==> src/logic/timer_wave_pkg.sv <==
`default_nettype none
package timer_wave_pkg;
	// **********************************************
	// Register map, byte addresses
	// **********************************************
	localparam logic [7:0] CMD_OFS  = 8'h60;
	localparam logic [7:0] CFG_OFS  = 8'h64;
	localparam logic [7:0] STAT_OFS = 8'h70;
	localparam logic [7:0] CNT_OFS  = 8'h80;
	localparam logic [7:0] CMPA_OFS = 8'h84;
	localparam logic [7:0] CMPB_OFS = 8'h88;
	localparam logic [7:0] CMPC_OFS = 8'h8C;
	localparam logic [7:0] SYNC_OFS = 8'hC0;
	// Command bits
	localparam int CMD_RST     = 0;
	localparam int CMD_CLK_ON  = 1;
	localparam int CMD_CLK_OFF = 2;
	localparam int CMD_TRIG    = 3;
	// Configuration fields, low bit of each
	localparam int CFG_CLK     = 0;
	localparam int CFG_INV     = 3;
	localparam int CFG_BURST   = 4;
	localparam int CFG_HALT    = 6;
	localparam int CFG_GATEOFF = 7;
	localparam int CFG_EDGE    = 8;
	localparam int CFG_SRC     = 10;
	localparam int CFG_EVRST   = 12;
	localparam int CFG_CRST    = 14;
	localparam int CFG_WAVE    = 15;
	localparam int CFG_A_MA    = 16;
	localparam int CFG_A_MC    = 18;
	localparam int CFG_A_EV    = 20;
	localparam int CFG_A_SW    = 22;
	localparam int CFG_B_MB    = 24;
	localparam int CFG_B_MC    = 26;
	localparam int CFG_B_EV    = 28;
	localparam int CFG_B_SW    = 30;
	// Status bits
	localparam int ST_OVF   = 0;
	localparam int ST_MA    = 2;
	localparam int ST_MB    = 3;
	localparam int ST_MC    = 4;
	localparam int ST_EVT   = 7;
	localparam int ST_CLK   = 8;
	localparam int ST_MIR_A = 9;
	localparam int ST_MIR_B = 10;
	// Reset values and counter limits
	localparam logic [31:0] CFG_RESET = 32'h0000_0000;
	localparam logic [15:0] CNT_ZERO  = 16'h0000;
	localparam logic [15:0] CNT_MAX   = 16'hFFFF;
	// Prescaler taps for core clock divided by 2, 8, 32, 128, 1024
	localparam int PRESC_W = 10;
	localparam int DIV_TAP [5] = '{0, 2, 4, 6, 9};
	localparam logic [2:0] CLK_EXT0 = 3'h5;
	localparam logic [1:0] SRC_LINE_B = 2'h0;
	localparam logic [1:0] RESP_OKAY = 2'h0;
	localparam logic [1:0] RESP_SLVERR = 2'h2;
	typedef enum logic [1:0] {
		ACT_NONE = 2'b00, ACT_SET = 2'b01, ACT_CLEAR = 2'b10, ACT_TOGGLE = 2'b11
	} line_action_t;
	typedef enum logic [1:0] {
		EDGE_NONE = 2'b00, EDGE_RISE = 2'b01, EDGE_FALL = 2'b10, EDGE_BOTH = 2'b11
	} edge_choice_t;
	typedef enum logic {RD_IDLE = 1'b0, RD_RESP = 1'b1} rd_state_t;
endpackage : timer_wave_pkg
`default_nettype wire

==> src/logic/timer_wave_channel.sv <==
// Behaviour
// - Configuration wave bit set makes line A an output; line B output or input.
// - Line A acts on soft trigger, external event, match A and match C.
// - Line B output acts on soft trigger, event, match B and match C.
// - Action code 00 none, 01 set, 10 clear, 11 toggle.
// - One action per line per cycle: soft, event, match C, then A or B.
// - Match-C restart bit makes a C match reset and start the counter.
// - Match-C halt stops the counter; only a later trigger restarts it.
// - Match-C gate-off stops counter and clock; only clock-on re-enables it.
// - A trigger zeroes and starts the counter on next tick, clock enabled only.
// - Command bit 1 enables clock unless bit 2 set; bit 2 disables.
// - Command bit 0 resets every channel register.
// - Command bit 3 raises a soft trigger.
// - Clock choice picks core clock /2../1024 or external clocks 0..2.
// - Invert bit makes the counter step on the falling edge.
// - Burst field ANDs the selected clock with an external clock.
// - Edge field picks none, rising, falling or both edges.
// - A detected event sets its flag, may restart, and drives line actions.
// - Source field picks line B or external clocks 0..2.
// - Line B source means line B is input; its actions and compare B ignored.
// - With event restart off an event only sets its flag and drives line actions.
// - Five event sources: event, overflow, matches A, B and C.
// - A sync register write issues a soft trigger.
// - Period is compare C plus one with C restart, else full range.
// - Match, overflow and event flags set on events, cleared by status read.
//
// Design decision made here: the AXI4-Lite interface to the registers.
`timescale 1ns/1ps
`default_nettype none
module timer_wave_channel #(
	parameter int ADDR_W = 8
) (
	// Clock and reset
	input  wire logic              aclk,
	input  wire logic              aresetn,
	// Write address and data
	input  wire logic [ADDR_W-1:0] s_axi_awaddr,
	input  wire logic              s_axi_awvalid,
	output var  logic              s_axi_awready,
	input  wire logic [31:0]       s_axi_wdata,
	input  wire logic [3:0]        s_axi_wstrb,
	input  wire logic              s_axi_wvalid,
	output var  logic              s_axi_wready,
	// Write response
	output var  logic [1:0]        s_axi_bresp,
	output var  logic              s_axi_bvalid,
	input  wire logic              s_axi_bready,
	// Read
	input  wire logic [ADDR_W-1:0] s_axi_araddr,
	input  wire logic              s_axi_arvalid,
	output var  logic              s_axi_arready,
	output var  logic [31:0]       s_axi_rdata,
	output var  logic [1:0]        s_axi_rresp,
	output var  logic              s_axi_rvalid,
	input  wire logic              s_axi_rready,
	// External clocks and lines
	input  wire logic              ext_clock_0,
	input  wire logic              ext_clock_1,
	input  wire logic              ext_clock_2,
	input  wire logic              output_line_a_i,
	output var  logic              output_line_a_o,
	output var  logic              output_line_a_oe,
	input  wire logic              output_line_b_i,
	output var  logic              output_line_b_o,
	output var  logic              output_line_b_oe
);
	// ****************************************************
	// Helpers
	// ****************************************************
	function automatic logic [31:0] merge(input logic [31:0] old, input logic [31:0] nw,
			input logic [3:0] be);
		logic [31:0] r;
		r = old;
		for (int i = 0; i < 4; i++) begin
			if (be[i]) r[8*i +: 8] = nw[8*i +: 8];
		end
		return r;
	endfunction : merge

	// Applies one action code to a line level
	function automatic logic apply(input logic cur, input logic [1:0] act);
		case (timer_wave_pkg::line_action_t'(act))
			timer_wave_pkg::ACT_SET:    return 1'b1;
			timer_wave_pkg::ACT_CLEAR:  return 1'b0;
			timer_wave_pkg::ACT_TOGGLE: return ~cur;
			default:                    return cur;
		endcase
	endfunction : apply

	// ****************************************************
	// Write channel
	// ****************************************************
	logic [ADDR_W-1:0] waddr_q;
	logic [31:0]       wdata_q;
	logic [3:0]        wstrb_q;
	logic              aw_full_q;
	logic              w_full_q;
	logic              wr_hit;
	logic              do_wr;
	logic [7:0]        wofs;
	assign do_wr = aw_full_q & w_full_q & ~s_axi_bvalid;
	assign wofs  = 8'(waddr_q);

	// Address and data are latched separately so either may come first
	always_ff @(posedge aclk) begin
		if (!aresetn) begin
			aw_full_q     <= 1'b0;
			w_full_q      <= 1'b0;
			s_axi_awready <= 1'b1;
			s_axi_wready  <= 1'b1;
			s_axi_bvalid  <= 1'b0;
			s_axi_bresp   <= timer_wave_pkg::RESP_OKAY;
			waddr_q       <= '0;
			wdata_q       <= '0;
			wstrb_q       <= '0;
		end else begin
			if (s_axi_awvalid && s_axi_awready) begin
				waddr_q       <= s_axi_awaddr;
				aw_full_q     <= 1'b1;
				s_axi_awready <= 1'b0;
			end
			if (s_axi_wvalid && s_axi_wready) begin
				wdata_q      <= s_axi_wdata;
				wstrb_q      <= s_axi_wstrb;
				w_full_q     <= 1'b1;
				s_axi_wready <= 1'b0;
			end
			if (do_wr) begin
				aw_full_q    <= 1'b0;
				w_full_q     <= 1'b0;
				s_axi_bvalid <= 1'b1;
				s_axi_bresp  <= wr_hit ? timer_wave_pkg::RESP_OKAY
					: timer_wave_pkg::RESP_SLVERR;
			end
			if (s_axi_bvalid && s_axi_bready) begin
				s_axi_bvalid  <= 1'b0;
				s_axi_awready <= 1'b1;
				s_axi_wready  <= 1'b1;
			end
		end
	end

	logic cmd_wr;
	logic sw_trig;
	logic ch_rst;
	assign wr_hit = wofs == timer_wave_pkg::CMD_OFS || wofs == timer_wave_pkg::CFG_OFS
		|| wofs == timer_wave_pkg::CMPA_OFS || wofs == timer_wave_pkg::CMPB_OFS
		|| wofs == timer_wave_pkg::CMPC_OFS || wofs == timer_wave_pkg::SYNC_OFS;
	assign cmd_wr = do_wr && wofs == timer_wave_pkg::CMD_OFS && wstrb_q[0];
	// Soft trigger from the command bit or a sync write
	assign sw_trig = (cmd_wr && wdata_q[timer_wave_pkg::CMD_TRIG])
		|| (do_wr && wofs == timer_wave_pkg::SYNC_OFS);
	// Channel reset leaves the bus handshake alone
	assign ch_rst = !aresetn || (cmd_wr && wdata_q[timer_wave_pkg::CMD_RST]);

	// ****************************************************
	// Configuration and compare registers
	// ****************************************************
	logic [31:0] cfg_q;
	logic [15:0] cmp_a_q;
	logic [15:0] cmp_b_q;
	logic [15:0] cmp_c_q;
	always_ff @(posedge aclk) begin
		if (ch_rst) begin
			cfg_q   <= timer_wave_pkg::CFG_RESET;
			cmp_a_q <= timer_wave_pkg::CNT_ZERO;
			cmp_b_q <= timer_wave_pkg::CNT_ZERO;
			cmp_c_q <= timer_wave_pkg::CNT_ZERO;
		end else if (do_wr) begin
			case (wofs)
				timer_wave_pkg::CFG_OFS:  cfg_q <= merge(cfg_q, wdata_q, wstrb_q);
				timer_wave_pkg::CMPA_OFS: cmp_a_q <= 16'(merge({16'h0000, cmp_a_q}, wdata_q, wstrb_q));
				timer_wave_pkg::CMPB_OFS: cmp_b_q <= 16'(merge({16'h0000, cmp_b_q}, wdata_q, wstrb_q));
				timer_wave_pkg::CMPC_OFS: cmp_c_q <= 16'(merge({16'h0000, cmp_c_q}, wdata_q, wstrb_q));
				default: ;
			endcase
		end
	end

	logic       wave;
	logic       single;
	logic [2:0] clk_sel;
	logic [1:0] burst;
	logic [1:0] src;
	assign wave    = cfg_q[timer_wave_pkg::CFG_WAVE];
	assign clk_sel = cfg_q[timer_wave_pkg::CFG_CLK +: 3];
	assign burst   = cfg_q[timer_wave_pkg::CFG_BURST +: 2];
	assign src     = cfg_q[timer_wave_pkg::CFG_SRC +: 2];
	assign single  = src == timer_wave_pkg::SRC_LINE_B;

	// ****************************************************
	// Counter clock: prescaler, select, burst, invert
	// ****************************************************
	logic [timer_wave_pkg::PRESC_W-1:0] presc_q;
	logic [2:0] ext_clk;
	logic       base_lvl;
	logic       gate_lvl;
	logic       clk_lvl;
	logic       clk_prev_q;
	logic       tick;
	assign ext_clk = {ext_clock_2, ext_clock_1, ext_clock_0};

	// Divided core clocks are prescaler bits, so every choice is edge detected alike
	always_comb begin
		if (clk_sel < timer_wave_pkg::CLK_EXT0)
			base_lvl = presc_q[timer_wave_pkg::DIV_TAP[clk_sel]];
		else
			base_lvl = ext_clk[2'(clk_sel - timer_wave_pkg::CLK_EXT0)];
		gate_lvl = (burst == 2'b00) ? 1'b1 : ext_clk[2'(burst - 2'b01)];
		clk_lvl  = (base_lvl & gate_lvl) ^ cfg_q[timer_wave_pkg::CFG_INV];
	end

	always_ff @(posedge aclk) begin
		if (ch_rst) begin
			presc_q    <= '0;
			clk_prev_q <= 1'b0;
		end else begin
			presc_q    <= presc_q + 1'b1;
			clk_prev_q <= clk_lvl;
		end
	end
	assign tick = clk_lvl & ~clk_prev_q;

	// ****************************************************
	// External event detection
	// ****************************************************
	logic src_lvl;
	logic src_prev_q;
	logic evt_hit;
	assign src_lvl = single ? output_line_b_i : ext_clk[2'(src - 2'b01)];
	always_ff @(posedge aclk) begin
		if (ch_rst) src_prev_q <= 1'b0;
		else src_prev_q <= src_lvl;
	end
	always_comb begin
		case (timer_wave_pkg::edge_choice_t'(cfg_q[timer_wave_pkg::CFG_EDGE +: 2]))
			timer_wave_pkg::EDGE_RISE: evt_hit = src_lvl & ~src_prev_q;
			timer_wave_pkg::EDGE_FALL: evt_hit = ~src_lvl & src_prev_q;
			timer_wave_pkg::EDGE_BOTH: evt_hit = src_lvl ^ src_prev_q;
			default:                   evt_hit = 1'b0;
		endcase
	end

	// ****************************************************
	// Counter, triggers, clock enable
	// ****************************************************
	logic [15:0] cnt_q;
	logic        run_q;
	logic        pend_q;
	logic        upd_q;
	logic        clk_en_q;
	logic        match_a;
	logic        match_b;
	logic        match_c;
	logic        stop_now;
	logic        trig_req;
	logic        clk_off;
	logic        clk_on;
	logic        step;
	logic        ovf;
	// Matches are judged once per counter change, not while it sits still
	assign match_a  = upd_q && cnt_q == cmp_a_q;
	assign match_b  = upd_q && cnt_q == cmp_b_q && !single;
	assign match_c  = upd_q && cnt_q == cmp_c_q;
	assign stop_now = match_c && (cfg_q[timer_wave_pkg::CFG_HALT]
		|| cfg_q[timer_wave_pkg::CFG_GATEOFF]);
	// A C match that also halts raises no trigger
	assign trig_req = sw_trig || (evt_hit && cfg_q[timer_wave_pkg::CFG_EVRST])
		|| (match_c && cfg_q[timer_wave_pkg::CFG_CRST] && !stop_now);
	assign clk_off = (cmd_wr && wdata_q[timer_wave_pkg::CMD_CLK_OFF])
		|| (match_c && cfg_q[timer_wave_pkg::CFG_GATEOFF]);
	assign clk_on  = cmd_wr && wdata_q[timer_wave_pkg::CMD_CLK_ON];
	assign step    = tick && clk_en_q;
	assign ovf     = step && run_q && !pend_q && cnt_q == timer_wave_pkg::CNT_MAX;

	// Disable beats enable when both arrive together
	always_ff @(posedge aclk) begin
		if (ch_rst) clk_en_q <= 1'b0;
		else if (clk_off) clk_en_q <= 1'b0;
		else if (clk_on) clk_en_q <= 1'b1;
	end

	always_ff @(posedge aclk) begin
		if (ch_rst) begin
			cnt_q  <= timer_wave_pkg::CNT_ZERO;
			run_q  <= 1'b0;
			pend_q <= 1'b0;
			upd_q  <= 1'b0;
		end else begin
			upd_q <= step && (pend_q || run_q);
			if (step && pend_q) begin
				cnt_q <= timer_wave_pkg::CNT_ZERO;
				run_q <= 1'b1;
			end else if (step && run_q) begin
				cnt_q <= cnt_q + 16'h0001;
			end
			if (stop_now) run_q <= 1'b0;
			// Triggers only count while the clock is enabled
			if (clk_off) pend_q <= 1'b0;
			else if (step && pend_q) pend_q <= trig_req;
			else if (trig_req && clk_en_q) pend_q <= 1'b1;
		end
	end

	// ****************************************************
	// Status flags, cleared by a status read
	// ****************************************************
	logic       rd_clr;
	logic [4:0] flag_q;
	logic [4:0] flag_set;
	assign flag_set = {evt_hit, match_c, match_b, match_a, ovf};
	genvar g;
	generate
		for (g = 0; g < 5; g++) begin : flags
			// A set in the read cycle survives the clear
			always_ff @(posedge aclk) begin
				if (ch_rst) flag_q[g] <= 1'b0;
				else flag_q[g] <= flag_set[g] | (flag_q[g] & ~rd_clr);
			end
		end
	endgenerate

	// ****************************************************
	// Output lines
	// ****************************************************
	logic [1:0] act_a;
	logic [1:0] act_b;
	// Highest priority event present with a non-empty action wins
	always_comb begin
		act_a = timer_wave_pkg::ACT_NONE;
		act_b = timer_wave_pkg::ACT_NONE;
		if (match_a) act_a = cfg_q[timer_wave_pkg::CFG_A_MA +: 2];
		if (match_c && cfg_q[timer_wave_pkg::CFG_A_MC +: 2] != 2'b00)
			act_a = cfg_q[timer_wave_pkg::CFG_A_MC +: 2];
		if (evt_hit && cfg_q[timer_wave_pkg::CFG_A_EV +: 2] != 2'b00)
			act_a = cfg_q[timer_wave_pkg::CFG_A_EV +: 2];
		if (sw_trig && cfg_q[timer_wave_pkg::CFG_A_SW +: 2] != 2'b00)
			act_a = cfg_q[timer_wave_pkg::CFG_A_SW +: 2];
		if (match_b) act_b = cfg_q[timer_wave_pkg::CFG_B_MB +: 2];
		if (match_c && cfg_q[timer_wave_pkg::CFG_B_MC +: 2] != 2'b00)
			act_b = cfg_q[timer_wave_pkg::CFG_B_MC +: 2];
		if (evt_hit && cfg_q[timer_wave_pkg::CFG_B_EV +: 2] != 2'b00)
			act_b = cfg_q[timer_wave_pkg::CFG_B_EV +: 2];
		if (sw_trig && cfg_q[timer_wave_pkg::CFG_B_SW +: 2] != 2'b00)
			act_b = cfg_q[timer_wave_pkg::CFG_B_SW +: 2];
	end

	always_ff @(posedge aclk) begin
		if (ch_rst) begin
			output_line_a_o  <= 1'b0;
			output_line_a_oe <= 1'b0;
			output_line_b_o  <= 1'b0;
			output_line_b_oe <= 1'b0;
		end else begin
			output_line_a_oe <= wave;
			output_line_b_oe <= wave && !single;
			if (wave) output_line_a_o <= apply(output_line_a_o, act_a);
			if (wave && !single) output_line_b_o <= apply(output_line_b_o, act_b);
		end
	end

	// ****************************************************
	// Read channel
	// ****************************************************
	timer_wave_pkg::rd_state_t rd_q;
	logic [7:0]  rofs;
	logic [31:0] rd_word;
	logic        rd_hit;
	assign rofs   = 8'(s_axi_araddr);
	assign rd_clr = s_axi_arvalid && s_axi_arready && rofs == timer_wave_pkg::STAT_OFS;
	always_comb begin
		rd_word = 32'h0000_0000;
		rd_hit  = 1'b1;
		case (rofs)
			timer_wave_pkg::CMD_OFS, timer_wave_pkg::SYNC_OFS: rd_word = 32'h0000_0000;
			timer_wave_pkg::CFG_OFS:  rd_word = cfg_q;
			timer_wave_pkg::CNT_OFS:  rd_word = {16'h0000, cnt_q};
			timer_wave_pkg::CMPA_OFS: rd_word = {16'h0000, cmp_a_q};
			timer_wave_pkg::CMPB_OFS: rd_word = {16'h0000, cmp_b_q};
			timer_wave_pkg::CMPC_OFS: rd_word = {16'h0000, cmp_c_q};
			timer_wave_pkg::STAT_OFS: begin
				rd_word[timer_wave_pkg::ST_OVF]   = flag_q[0];
				rd_word[timer_wave_pkg::ST_MA]    = flag_q[1];
				rd_word[timer_wave_pkg::ST_MB]    = flag_q[2];
				rd_word[timer_wave_pkg::ST_MC]    = flag_q[3];
				rd_word[timer_wave_pkg::ST_EVT]   = flag_q[4];
				rd_word[timer_wave_pkg::ST_CLK]   = clk_en_q;
				rd_word[timer_wave_pkg::ST_MIR_A] = output_line_a_i;
				rd_word[timer_wave_pkg::ST_MIR_B] = output_line_b_i;
			end
			default: rd_hit = 1'b0;
		endcase
	end

	always_ff @(posedge aclk) begin
		if (!aresetn) begin
			rd_q          <= timer_wave_pkg::RD_IDLE;
			s_axi_arready <= 1'b1;
			s_axi_rvalid  <= 1'b0;
			s_axi_rdata   <= 32'h0000_0000;
			s_axi_rresp   <= timer_wave_pkg::RESP_OKAY;
		end else begin
			case (rd_q)
				timer_wave_pkg::RD_IDLE: begin
					if (s_axi_arvalid) begin
						rd_q          <= timer_wave_pkg::RD_RESP;
						s_axi_arready <= 1'b0;
						s_axi_rvalid  <= 1'b1;
						s_axi_rdata   <= rd_word;
						s_axi_rresp   <= rd_hit ? timer_wave_pkg::RESP_OKAY
							: timer_wave_pkg::RESP_SLVERR;
					end
				end
				timer_wave_pkg::RD_RESP: begin
					if (s_axi_rready) begin
						rd_q          <= timer_wave_pkg::RD_IDLE;
						s_axi_arready <= 1'b1;
						s_axi_rvalid  <= 1'b0;
					end
				end
				default: rd_q <= timer_wave_pkg::RD_IDLE;
			endcase
		end
	end
endmodule : timer_wave_channel
`default_nettype wire

==> config.mk <==
export PLATFORM = sky130hd
export DESIGN_NAME = timer_wave_channel
export DESIGN_NICKNAME = d
export VERILOG_FILES = /design/src/logic/timer_wave_pkg.sv /design/src/logic/timer_wave_channel.sv
export SDC_FILE = /design/constraint.sdc
export NUM_CORES = 1
export LEC_CHECK = 0
export ABC_CLOCK_PERIOD_IN_PS = 3300
export BUFFER_PORTS_ARGS = -buffer_cell sky130_fd_sc_hd__buf_2
export CAP_MARGIN = 10
export CORE_MARGIN = 2
export CORE_UTILIZATION = 55
export CTS_CLUSTER_SIZE = 10
export DETAILED_ROUTE_END_ITERATION = 10
export PLACE_DENSITY = 0.76
export SYNTH_ARGS = -nofsm -noshare
export SYNTH_HDL_FRONTEND = slang
export SYNTH_SLANG_ARGS = --single-unit
==> constraint.sdc <==
create_clock -name aclk -period 3.3 [get_ports aclk]
set_input_delay 0.66 -clock aclk [delete_from_list [all_inputs] [get_ports aclk]]
set_output_delay 0.66 -clock aclk [all_outputs]
set_load 0.05 [all_outputs]
# Yosys cells after proc, flatten, opt, wreduce, memory -nomap -nowiden
# Memory sizes are Yosys's and may differ from the RTL's.
# Cells that the tools add are included.
# Widths: inputs -> output; s select.
# word_totals
register_bits,209
latch_bits,0
ramBits,0
romBits,256
out_inout_bits,45
wordCells,237
memories,1
# classes
n_addsub,5
mul,0
n_div,0
magnitude_cmp,6
eq_ne,29
shifts,0
n_mux,45
bitwise_logic,28
reduce_logical,82
# memory_table
memory,words,word_bits,read_ports,rd_ports_with_merged_regs,write_ports,line,rtl
(no name shown),8,32,1,0,0,timer_wave_channel.sv:206,base_lvl = presc_q[timer_wave_pkg::DIV_TAP[clk_sel]];
# op_table
cell,count
$pmux 21 s5,1
$eq 8x8->1 const B,9
$mux 32,2
$eq 16x16->1,3
$eq 8x7->1 const B,5
$logic_and 1x1->1,35
$lt 32x6->1 const B,1
$reduce_and 3->1,10
$pmux 4 s6,1
$mux 2,10
$pmux 3 s6,1
$mux 1,17
$add 16x1->16 const B,1
$eq 16x16->1 const B,1
$reduce_bool 2->1,7
$eq 2x2->1 const B,6
$logic_or 1x1->1,12
$and 1x1->1,11
$add 10x1->10 const B,1
$pmux 2 s5,1
$reduce_or 2->1,5
$lt 2x3->1 const B,3
$not 1->1,9
$pmux 1 s3,3
18 further kinds,40

# Depth between registers and ports, before layout
# Gate-level depths: netlist (run 1).
# logic_depth
ltp_word,16
depth_mapped,15
ltp_nobuf,15

# Worst setup path after synthesis (run 1)
# Ideal clock, no wire load.
# synth_timing
kind,flip-flop to flip-flop
startpoint,register cfg_q[10]
endpoint,register output_line_a_o
setup_time_ps,75
arrival_ps,2375
required_ps,3225
slack_ps,850
stages_incl_launch_ff,16
n_path_buf,0
period_less_slack_ps,2450
cell_sequence,dfxtp_1 inv_1 ha_1 mux2i_1 nor2_1 a31oi_1 nor2_1 a21oi_1 inv_1 ha_1 o211ai_1 o21ai_1 a32o_1 nand2_1 nand3_1 o22ai_1
# synth_between
elab_chain_cells,13
elab_cells_between_ends,19
classes_between,add/sub: 1; eq/ne: 3; mux: 7; bitwise: 4; reduce/logical: 4
# synth_lines
item,line,rtl
from (decl),timer_wave_channel.sv:159,logic [31:0] cfg_q;
from (signal assigned),timer_wave_channel.sv:165,cfg_q <= timer_wave_pkg::CFG_RESET;
from (signal assigned),timer_wave_channel.sv:171,"timer_wave_pkg::CFG_OFS: cfg_q <= merge(cfg_q, wdata_q, wstrb_q);"
$sub 2x1->2,timer_wave_channel.sv:230,assign src_lvl = single ? output_line_b_i : ext_clk[2'(src - 2'b01)];
$bmux 1 s2,timer_wave_channel.sv:230,
$mux 1 (not written as such),timer_wave_channel.sv:230,
$mux 1 *,timer_wave_channel.sv:230,
net src_lvl,timer_wave_channel.sv:227,logic src_lvl;
$not 1->1,timer_wave_channel.sv:238,timer_wave_pkg::EDGE_FALL: evt_hit = ~src_lvl & src_prev_q;
$and 1x1->1,timer_wave_channel.sv:238,
$pmux 1 s3 *,timer_wave_channel.sv:236,case (timer_wave_pkg::edge_choice_t'(cfg_q[timer_wave_pkg::CFG_EDGE +: 2]))
$logic_and 1x1->1 *,timer_wave_channel.sv:335,if (evt_hit && cfg_q[timer_wave_pkg::CFG_A_EV +: 2] != 2'b00)
$mux 2 *,timer_wave_channel.sv:335,
$mux 2 *,timer_wave_channel.sv:337,if (sw_trig && cfg_q[timer_wave_pkg::CFG_A_SW +: 2] != 2'b00)
$eq 2x2->1 / $eq 2x1->1 (equally long branches),timer_wave_channel.sv:82,case (timer_wave_pkg::line_action_t'(act))
$reduce_bool 3->1 (no source line),--,
$reduce_and 2->1 (no source line),--,
to (signal assigned),timer_wave_channel.sv:357,"if (wave) output_line_a_o <= apply(output_line_a_o, act_a);"
to (decl),timer_wave_channel.sv:61,"output var logic output_line_a_o,"
# The timed path passes the listed nets; every way through them passes the cells marked *. The select of a mux whose other input is x is not followed.
# A chain may end at the register's enable or synchronous reset.

# Worst setup path in the final report (run 1)
# layout_timing
startpoint,register cfg_q[4]
endpoint,register cnt_q[2]
# layout_between
elab_chain_cells,10
elab_cells_between_ends,12
classes_between,add/sub: 1; mux: 3; bitwise: 3; reduce/logical: 5
# layout_lines
item,line,rtl
$sub 2x1->2,timer_wave_channel.sv:209,gate_lvl = (burst == 2'b00) ? 1'b1 : ext_clk[2'(burst - 2'b01)];
$bmux 1 s2,timer_wave_channel.sv:209,
$mux 1 (not written as such),timer_wave_channel.sv:209,
$mux 1 *,timer_wave_channel.sv:209,
$and 1x1->1 *,timer_wave_channel.sv:210,clk_lvl = (base_lvl & gate_lvl) ^ cfg_q[timer_wave_pkg::CFG_INV];
$xor 1x1->1 *,timer_wave_channel.sv:210,
$and 1x1->1 *,timer_wave_channel.sv:222,assign tick = clk_lvl & ~clk_prev_q;
$logic_and 1x1->1 *,timer_wave_channel.sv:273,assign step = tick && clk_en_q;
$logic_and 1x1->1,timer_wave_channel.sv:291,if (step && pend_q) begin
$reduce_or 2->1 (no source line),--,
to (signal assigned),timer_wave_channel.sv:285,cnt_q <= timer_wave_pkg::CNT_ZERO;
to (signal assigned),timer_wave_channel.sv:292,cnt_q <= timer_wave_pkg::CNT_ZERO;
to (signal assigned),timer_wave_channel.sv:295,cnt_q <= cnt_q + 16'h0001;
to (decl),timer_wave_channel.sv:247,logic [15:0] cnt_q;
# Mark *: on every way between the ends. The rest lies on a longest branch, timed or not. The select of a mux whose other input is x is not followed.

==> results of run 1 <==
Yosys cell counts, drive strengths merged (10+ instances only):
cell,number
clkbuf,51
xnor2,43
mux2i,76
a21boi,63
nor2,127
o21ai,26
dfxtp,207
nand3,59
mux4,10
a21oi,35
inv,22
nand4,12
buf,17
nor4,12
a221oi,16
mux2,10
nand2,145
xor2,20
a22oi,11
flip-flops by register name (all words and copies together) (netlist names), 8 cells and up:
name         cells
waddr_q          8
cmp_c_q         16
cnt_q           16
presc_q         10
cfg_q           32
s_axi_rdata     32
cmp_a_q         16
wdata_q         32
cmp_b_q         16
worst max-delay path by stage:
stage / cells after the start / slack [ns] / from / endpoint
floorplan: 15 / 0.85 / cfg_q[10]$_SDFFE_PP0P_ / output_line_a_o$_SDFFE_PP0P_
global placement: 8 / 0.55 / ext_clock_0 / cnt_q[12]$_SDFFE_PP0P_
detailed placement: 8 / 0.43 / ext_clock_0 / cnt_q[2]$_SDFFE_PP0P_
CTS: 9 / 0.41 / cfg_q[4]$_SDFFE_PP0P_ / cnt_q[2]$_SDFFE_PP0P_
global route: 9 / 0.23 / cfg_q[4]$_SDFFE_PP0P_ / cnt_q[2]$_SDFFE_PP0P_
finish: 9 / 0.38 / cfg_q[4]$_SDFFE_PP0P_ / cnt_q[2]$_SDFFE_PP0P_
cells in the final DEF, fill, tap and decap left out, types with 9 or more instances in the layout:
cell type and n:
xor2_1 20, inv_1 22, xnor2_1 43, a221oi_1 16
nor4_1 10, a22oi_1 11, o21ai_0 25, a21boi_0 62
clkbuf_16 24, buf_2 106, dfxtp_1 207, nand3_1 59
mux4_2 9, a21oi_1 35, buf_4 16, nand4_1 12
nor2_1 126, and3_1 9, mux2i_1 75, nand2_1 143
mux2_2 10
logic make-up (layout without fill, tap and decap cells):
family	Yosys count	after routing	share of synthesized area, %
flops	207	207	44.0
fa+ha+maj	6	6	0.796
xor+xnor	63	63	5.85
buf+inv	90	174	3.84
simple gates	423	423	20.8
other cells	1	3	0.0398
mux	96	96	11.8
compound gates	176	176	12.9
per-stage QoR:
stage / hold slack, ns / area, sq um / setup WS (ns) / power (uW)
4_1_cts: 0.367 / 10800 / 0.411 / 5260
2_1_floorplan: 0.432 / 9430 / 0.850 / 2910
3_3_place_gp: 0.439 / 10100 / 0.547 / 3030
5_1_grt: 0.373 / 10800 / 0.226 / 5410
6_report: 0.369 / 10800 / 0.385 / 5230
3_5_place_dp: 0.449 / 10100 / 0.426 / 3040
cell type report:
cell class	instances	area [sq um]
fillers	1425	5880
multi-input cells	766	4940
flip-flops and latches	207	4140
repair buffers	124	691
clock buffers	27	612
well taps	220	275
inverters	22	82.6
clock inverters	1	16.3
diodes	1	2.50
per-layer routing:
metal	track usage [%]	routed length [microns]	up-vias
li1	-	-	3863
met1	39.4	11400	3741
met2	43.3	11300	325
met3	5.33	1950	73
met4	12.2	1050	2
met5	0	13	-
critical path, cell delays in order (launching register included):
cell      delay (ns)
dfxtp_1         0.41
inv_1           0.07
ha_1            0.30
mux2_2          0.33
a221oi_1        0.37
nor2_2          0.14
xnor2_1         0.39
nand3b_1        0.19
nand2_1         0.36
a21oi_1         0.26
power groups by stage:
stage	Clock, uW	Combinational, uW	Sequential, uW
finish	2240	372	2620
floorplan	0	195	2710
global placement	0	365	2670
global route	2370	407	2630
CTS	2270	373	2620
detailed placement	0	372	2670
==> results.yml, run 1 <==
floorplan:
  io_pins: 109
  die-area_sq_um: 18200
  die_h_microns: 135
  coreArea_sq_um: 16600
  rows: 47
  die-width_microns: 135
  start_util_pct: 56.6
global_routing:
  antenna_found_initial: 1
  grt_use_total_pct: 28.3
  grt_pass1_vias: 7465
  grt_max_degree: 98
  grt_first_pass_wirelength_mm: 40.6
  grt-ovfl-total: 0
detailed_routing:
  antenna_left: 0
  vias: 8004
  wl_mm: 25.8
  drtIter0Drc: 713
  dr.pass1.iters: 6
  avgRoutedWirePerCell_microns: 18.8
  drcViolationCount: 0
  viasPerCell: 5.85
cts:
  clock_sinks: 207
  clk_latency_ns: 0.51
  cts_tree: "yes"
  clkTransAtPathRegs_ns: 0.05
  htreeDepth: 1
  clockBufferDepth: 3
  cts_hold_buf: 0
  cts_root_buffer: "clkbuf_16"
  postCtsResizedCells: 0
  cts_setup_buffers: 0
  cts_buffers: 24
power:
  power.internal_uw: 3970
  ir_drop_mv: 0.340
  p_per_area_nw_per_um2: 486
  p_leak_uw: 0.00442
  combPwrFrac_pct: 7.1
  p_sw_share_pct: 24.0
  p_seq_share_pct: 50.1
  clkPwrFrac_pct: 42.8
  power_switching_uw: 1260
final_layout:
  syn_to_final_growth_pct: 14.2
  nets: 1215
  final_layout_size_suffix_gt1_share_pct: 15.7
  fin_util_pct: 64.7
  finalNonFillerCells: 1368
run_status:
  outcome: "complete, no violations"
worst_setup_path:
  cp-start-kind: "flip-flop"
  worst-endpoint-required_ns: 3.72
  rr_worst_depth: 9
  worstSetupEndpointType: "flip-flop"
  r2r-start: "cfg_q[4]$_SDFFE_PP0P_"
  critPathKind: "reg2reg"
  crit_arrival_ns: 3.34
  cp_max_fo: 16
  r2r-end: "cnt_q[2]$_SDFFE_PP0P_"
  rrSetupSlack_ns: 0.38
yosys:
  synth.largest_area_cell: "dfxtp_1"
  seq_area_frac_synth_pct: 44.0
  yosysUniqueCellTypes: 57
  syn_avg_cell_area_sq_um: 8.88
  netlist_area_sq_um: 9430
  synth_seq_cells: 207
  syn_inst: 1062
  postSynth.asyncResetShare_pct: 0
  synth_edf_count: 0
  synth.area.top_cells: "dfxtp_1 44%, mux2i_1 8.0%, nand2_1 5.7%"
  yosys.area.top_type_share_pct: 44.0
  yosys_warnings: 0
  synth_flop_cell: "dfxtp_1"
sta:
  worst_pin_slew_ns: 0.922
  setup-tns-final_ns: 0
  fin_crit_ns: 2.92
  max_clock_freq_mhz: 343
  grt_setup_unrepaired: "false"
  slew_violations: 0
  post-route-period-util_pct: 88.3
  finalHoldViolations: 0
  skew_ns: 0.0112
  setup_viol: 0
  max-slew-margin-rel_pct: 38.2
worst_hold_path:
  min_path_type: "in2reg"
  hp-start: "s_axi_wvalid"
  holdPathEnd: "s_axi_wready$_SDFFE_PP1P_"
  hold_depth: 2
placed_design:
  dpl.cell_count: 1339
  dp_hpwl_mm: 18.4
  gp_congestion: 1.00
  io_buffers: 106
run:
  maxCapViolCount: 0
Note: power is estimated with default switching activity, not from simulation.
==> run 2, diff against run 1 <==
Settings changed: CAP_MARGIN 10 to not set, GPL_ROUTABILITY_DRIVEN set to 1, GPL_TIMING_DRIVEN set to 0.
==> run 2 against run 1 <==
  * Global-route usage increased by 1.6 points
  * Register-to-register slack got worse by 0.08 ns
  * Die area unchanged
  * Critical path depth decreased by 1
  * Via count increased by 2.6%
  * Routed wire length increased by 5.8%
  * Hold slack got worse by 0.023 ns
  * Power increased by 1.3%
  * Sequential share of layout area decreased by 0.39 points
  * Clock power increased by 2%
  * Sequential power about the same
  * Critical endpoint is now pend_q$_SDFFE_PP0P_
  * Core utilization increased by 0.67 points
==> results.yml, run 2 (synthesis results as in run 1) <==
placed_design:
  dp_slack_ns: 0.112
  io_buffers: 104
  dp_hpwl_mm: 20.3
  gp_congestion: 0.999
  dpl.cell_count: 1387
final_layout:
  seqCellArea_sq_um: 4140
  nets: 1263
  final_cell_mix: "207 x dfxtp_1, 144 x nand2_1, 126 x nor2_1"
  final_layout_size_suffix_gt1_share_pct: 14.6
  antenna_cells: 0
  multiInputGateArea_sq_um: 4940
  syn_to_final_growth_pct: 15.3
  finalNonFillerCells: 1414
  reg_top3: "cfg_q x32, s_axi_rdata x32, wdata_q x32"
  final_common_cell: "dfxtp_1"
  fill_cells: 1392
detailed_routing:
  antenna_left: 0
  drcViolationCount: 0
  wl_mm: 27.2
  viasPerCell: 5.81
  dr.pass1.iters: 5
  drtIter0Drc: 740
  avgRoutedWirePerCell_microns: 19.3
  vias: 8215
sta:
  post-route-period-util_pct: 90.7
  skew_ns: 0.00966
  setup-tns-final_ns: 0
  max-slew-margin-rel_pct: 17.0
  fin_crit_ns: 2.99
  grt_setup_unrepaired: "false"
  finalHoldViolations: 0
  setup_viol: 0
  setup_ws_ns: 0.307
  slew_violations: 0
  max_clock_freq_mhz: 334
  worst_pin_slew_ns: 1.24
worst_setup_path:
  cp-start-kind: "flip-flop"
  worst-endpoint-required_ns: 3.72
  cp_max_fo: 7
  critPathKind: "reg2reg"
  rr_worst_depth: 8
  worstSetupEndpointType: "flip-flop"
  crit_arrival_ns: 3.42
global_routing:
  antenna_found_initial: 1
  grt-ovfl-total: 0
  grt_first_pass_wirelength_mm: 42.3
  grt_max_degree: 13
  grt_pass1_vias: 7736
  grt_use_total_pct: 30.0
floorplan:
  coreArea_sq_um: 16600
  die_h_microns: 135
  io_pins: 109
  rows: 47
  die-area_sq_um: 18200
  die-width_microns: 135
  start_util_pct: 56.6
cts:
  cts_buffers: 24
  htreeDepth: 1
  cts_tree: "yes"
  clk_latency_ns: 0.52
  clockBufferDepth: 3
  clkTransAtPathRegs_ns: 0.06
  clock_sinks: 207
  cts_root_buffer: "clkbuf_16"
  cts_setup_buffers: 0
power:
  p_per_area_nw_per_um2: 487
  p_leak_uw: 0.00444
  ir_drop_mv: 0.327
  p_total_uw: 5300
run_status:
  outcome: "complete, no violations"
worst_hold_path:
  hold_depth: 2
  min_path_type: "in2reg"
run:
  maxCapViolCount: 0
-- run 2: changes by cell type in the layout (fill, tap and decap cells not counted), moves of 2 or more --
cell | previous run | this run
nor4_2 | 1 | 4
buf_4 | 16 | 3
buf_2 | 106 | 114
buf_1 | 0 | 4
nor4_1 | 10 | 8
buf_12 | 2 | 0
clkbuf_1 | 3 | 52
-- run 2: what timing repair did --
item,in CTS,in global routing
resized for setup,0,1
setup endpoints to repair,0,1
hold buffers,0,0
-- run 2: metal layers --
metal / wire, microns / vias up / track usage, %
li1: - / 3953 / -
met4: 988 / 2 / 11.3
met5: 14 / - / 0
met2: 11900 / 353 / 46.9
met1: 12000 / 3831 / 41.4
met3: 2320 / 76 / 5.56
-- run 2: per-stage QoR --
| stage | hold WS [ns] | util (%) | instance area, sq um |
|---|---|---|---|
| floorplan | 0.432 | - | 9430 |
| global route | 0.360 | 65.3 | 10900 |
| global placement | 0.448 | 61.4 | 10200 |
| CTS | 0.344 | 65.3 | 10900 |
| detailed placement | 0.454 | 61.5 | 10200 |
| finish | 0.345 | 65.3 | 10900 |
-- run 2: worst max-delay path, cell delays in order (launching register included) --
cell,delay [ns]
dfxtp_1,0.31
clkbuf_1,0.48
xnor2_1,0.19
nand4_1,0.14
nor4_2,0.71
and2_0,0.51
and3_1,0.22
o21ai_0,0.07
a221oi_1,0.25
-- run 2: path summary, 6_finish.rpt --
path	startpoint	endpoint	slack, ns
worst max-delay path	cnt_q[4]$_SDFFE_PP0P_	pend_q$_SDFFE_PP0P_	0.31
worst min-delay path	s_axi_wvalid	s_axi_wready$_SDFFE_PP1P_	0.35
worst max register to register	cnt_q[4]$_SDFFE_PP0P_	pend_q$_SDFFE_PP0P_	0.31
worst min register to register	s_axi_rdata[28]$_SDFFE_PN0P_	s_axi_rdata[28]$_SDFFE_PN0P_	0.46
-- run 2: cell type report --
class / instances / share of cell area (%)
multi-input cells: 766 / 45.4
flip-flops and latches: 207 / 38.1
clock buffers: 26 / 5.69
repair buffers: 104 / 4.79
plain buffers: 68 / 2.57
well taps: 220 / 2.53
inverters: 22 / 0.760
clock inverters: 1 / 0.150
-- run 2: where the power goes --
part	switching [uW]	total [uW]	internal (uW)
clock	978	2290	1310
sequential	56.0	2620	2560
combinational	272	399	127
total	1310	5300	3990
==> run 3, diff against run 2 <==
--- a/config.mk
+++ b/config.mk
@@ -12,6 +12,5 @@
 export CTS_CLUSTER_SIZE = 10
 export DETAILED_ROUTE_END_ITERATION = 10
-export GPL_ROUTABILITY_DRIVEN = 1
-export GPL_TIMING_DRIVEN = 0
+export GPL_ROUTABILITY_DRIVEN = 0
 export PLACE_DENSITY = 0.76
 export SYNTH_ARGS = -nofsm -noshare
==> constraint.sdc (replaced) <==
create_clock -name aclk -period 3.3 [get_ports aclk]
set_input_delay 0.165 -clock aclk [delete_from_list [all_inputs] [get_ports aclk]]
set_output_delay 0.165 -clock aclk [all_outputs]
set_load 0.05 [all_outputs]
==> run 3 against run 2 <==
  * Flip-flop and latch count unchanged
  * Hold slack got worse by 0.31 ns
  * Setup slack improved by 0.12 ns
  * Non-clock buffer count increased by 3
  * Global-route usage decreased by 0.26 points
  * Clock-buffer cell count unchanged
  * Die area unchanged
  * Clock power about the same
  * Highest routed layer is now met4
  * Routed wire length decreased by 0.68%
  * Sequential share of layout area decreased by 1.3 points
==> results.yml, run 3 (synthesis results as in run 1) <==
worst_setup_path:
  cp_max_fo: 8
  worst-endpoint-required_ns: 3.70
  rr_worst_depth: 15
  cp-start-kind: "flip-flop"
  crit_family: "compound AO/OA/AOI/OAI gates"
  r2r-start: "cfg_q[10]$_SDFFE_PP0P_"
  crit_arrival_ns: 3.27
  crit_buf_inv: 1
  path_cells: "inv_1, ha_1, mux2i_1, nor2_1, a31oi_1, nor2_1, a21oi_1, ha_1, nand2_1, o211ai_1, o21ai_1, a32o_1, nand2_1, nand3_1, o22ai_1"
  worstSetupEndpointType: "flip-flop"
  critPathKind: "reg2reg"
  r2r-end: "output_line_a_o$_SDFFE_PP0P_"
  worst_path_max_delay_cell: "o21ai_1"
  rrSetupSlack_ns: 0.43
  slowest_delay_ns: 0.37
power:
  clkPwrFrac_pct: 42.7
  power.internal_uw: 4030
  ir_drop_mv: 0.347
  power_switching_uw: 1280
  p_leak_uw: 0.00463
  combPwrFrac_pct: 8.0
  p_per_area_nw_per_um2: 471
  p_seq_share_pct: 49.3
  p_sw_share_pct: 24.1
global_routing:
  grt_max_degree: 86
  grt_pass1_vias: 7954
  antenna_found_initial: 0
  grt_first_pass_wirelength_mm: 42.9
  grt_use_total_pct: 29.7
  grt-ovfl-total: 0
sta:
  setup_viol: 0
  skew_ns: 0.0161
  setup-tns-final_ns: 0
  post-route-period-util_pct: 87.1
  max-slew-margin-rel_pct: 38.9
  worst_pin_slew_ns: 0.913
  grt_setup_unrepaired: "false"
  fin_crit_ns: 2.87
  finalHoldViolations: 0
  max_clock_freq_mhz: 348
  slew_violations: 0
floorplan:
  start_util_pct: 56.6
  die_h_microns: 135
  die-width_microns: 135
  io_pins: 109
  rows: 47
  die-area_sq_um: 18200
  coreArea_sq_um: 16600
cts:
  clkTransAtPathRegs_ns: 0.06
  cts_tree: "yes"
  htreeDepth: 1
  clockBufferDepth: 3
  postCtsResizedCells: 0
  cts_buffers: 24
  clock_sinks: 207
  cts_root_buffer: "clkbuf_16"
  clk_latency_ns: 0.51
detailed_routing:
  wl_mm: 27.1
  dr.pass1.iters: 5
  vias: 8466
  drcViolationCount: 0
  avgRoutedWirePerCell_microns: 19.1
  wl_met3_mm: 2.07
  antenna_left: 0
  viasPerCell: 5.97
  wl_met1_mm: 11.7
  highest_layer: "met4"
  drtIter0Drc: 763
  met2WireLength_mm: 12.1
placed_design:
  dpl.cell_count: 1339
  io_buffers: 106
  dp_hpwl_mm: 18.2
  place_area_sq_um: 10100
worst_hold_path:
  hp-start: "s_axi_awvalid"
  holdPathEnd: "waddr_q[1]$_SDFFE_PN0P_"
  min_path_type: "in2reg"
  hold_depth: 3
final_layout:
  antenna_cells: 0
  reg_top3: "cfg_q x32, s_axi_rdata x32, wdata_q x32"
  final_layout_size_suffix_gt1_share_pct: 15.1
  final_common_cell: "dfxtp_1"
  finalNonFillerCells: 1417
  fin_area_sq_um: 11300
  final_cell_mix: "207 x dfxtp_1, 143 x nand2_1, 126 x nor2_1"
  syn_to_final_growth_pct: 19.5
  nets: 1266
  fill_cells: 1337
run_status:
  outcome: "complete, no violations"
run:
  maxCapViolCount: 0
[run 3: changes by cell type in the layout (fill, tap and decap cells not counted), sizes merged]
cell         before  now
buf             121  124
dlygate4sd3       0   51
clkbuf           77   26
[run 3: per-layer routing]
metal	track usage [%]	up-vias
li1	-	3950
met4	12.0	0
met1	40.3	4023
met3	5.22	98
met2	47.3	395
met5	0	-
[run 3: metrics by stage]
step	util, %	hold WS [ns]	total power, uW	setup WS (ns)
floorplan	-	0.259	2910	0.850
global placement	60.8	0.377	3030	0.643
detailed placement	60.8	0.383	3040	0.487
CTS	67.7	0.0228	5330	0.458
global route	67.7	0.0447	5470	0.238
finish	67.7	0.0333	5310	0.426
[run 3: repair_timing]
| item | 4_1_cts | 5_1_grt |
|---|---|---|
| hold endpoints to repair | 50 | 0 |
| hold buffers | 51 | 0 |
| buffers inserted | 0 | 0 |
[run 3: worst reg2reg max path, cell delays in order (launching register included)]
cell      delay [ns]
dfxtp_1         0.34
inv_1           0.09
ha_1            0.33
mux2i_1         0.19
nor2_1          0.06
a31oi_1         0.16
nor2_1          0.05
a21oi_1         0.22
ha_1            0.28
nand2_1         0.07
o211ai_1        0.08
o21ai_1         0.37
a32o_1          0.27
nand2_1         0.06
nand3_1         0.10
o22ai_1         0.09
[run 3: area by class of cell]
class	instances	area (sq um)	area share, %
Sequential cell	207	4140	36.8
Multi-Input combinational cell	766	4940	43.8
Timing Repair Buffer	175	1190	10.6
Tap cell	220	275	2.44
Inverter	22	82.6	0.733
Clock inverter	1	16.3	0.144
Clock buffer	26	618	5.49
[run 3: power by group through the flow]
stage	Combinational, uW	Clock, uW	Sequential, uW
after detailed placement	369	0	2670
after CTS	417	2300	2620
after global placement	364	0	2670
after floorplan	195	0	2710
final	424	2270	2620
after global routing	462	2380	2620
[run 3: how the worst max path moves through the flow]
stage,startpoint,cells past startpoint,slack (ns),end
detailed placement,cfg_q[10]$_SDFFE_PP0P_,14,0.49,pend_q$_SDFFE_PP0P_
finish,cfg_q[10]$_SDFFE_PP0P_,15,0.43,output_line_a_o$_SDFFE_PP0P_
CTS,cfg_q[10]$_SDFFE_PP0P_,14,0.46,pend_q$_SDFFE_PP0P_
global route,cfg_q[4]$_SDFFE_PP0P_,9,0.24,cnt_q[2]$_SDFFE_PP0P_
global placement,cfg_q[10]$_SDFFE_PP0P_,15,0.64,output_line_a_o$_SDFFE_PP0P_
floorplan,cfg_q[10]$_SDFFE_PP0P_,15,0.85,output_line_a_o$_SDFFE_PP0P_
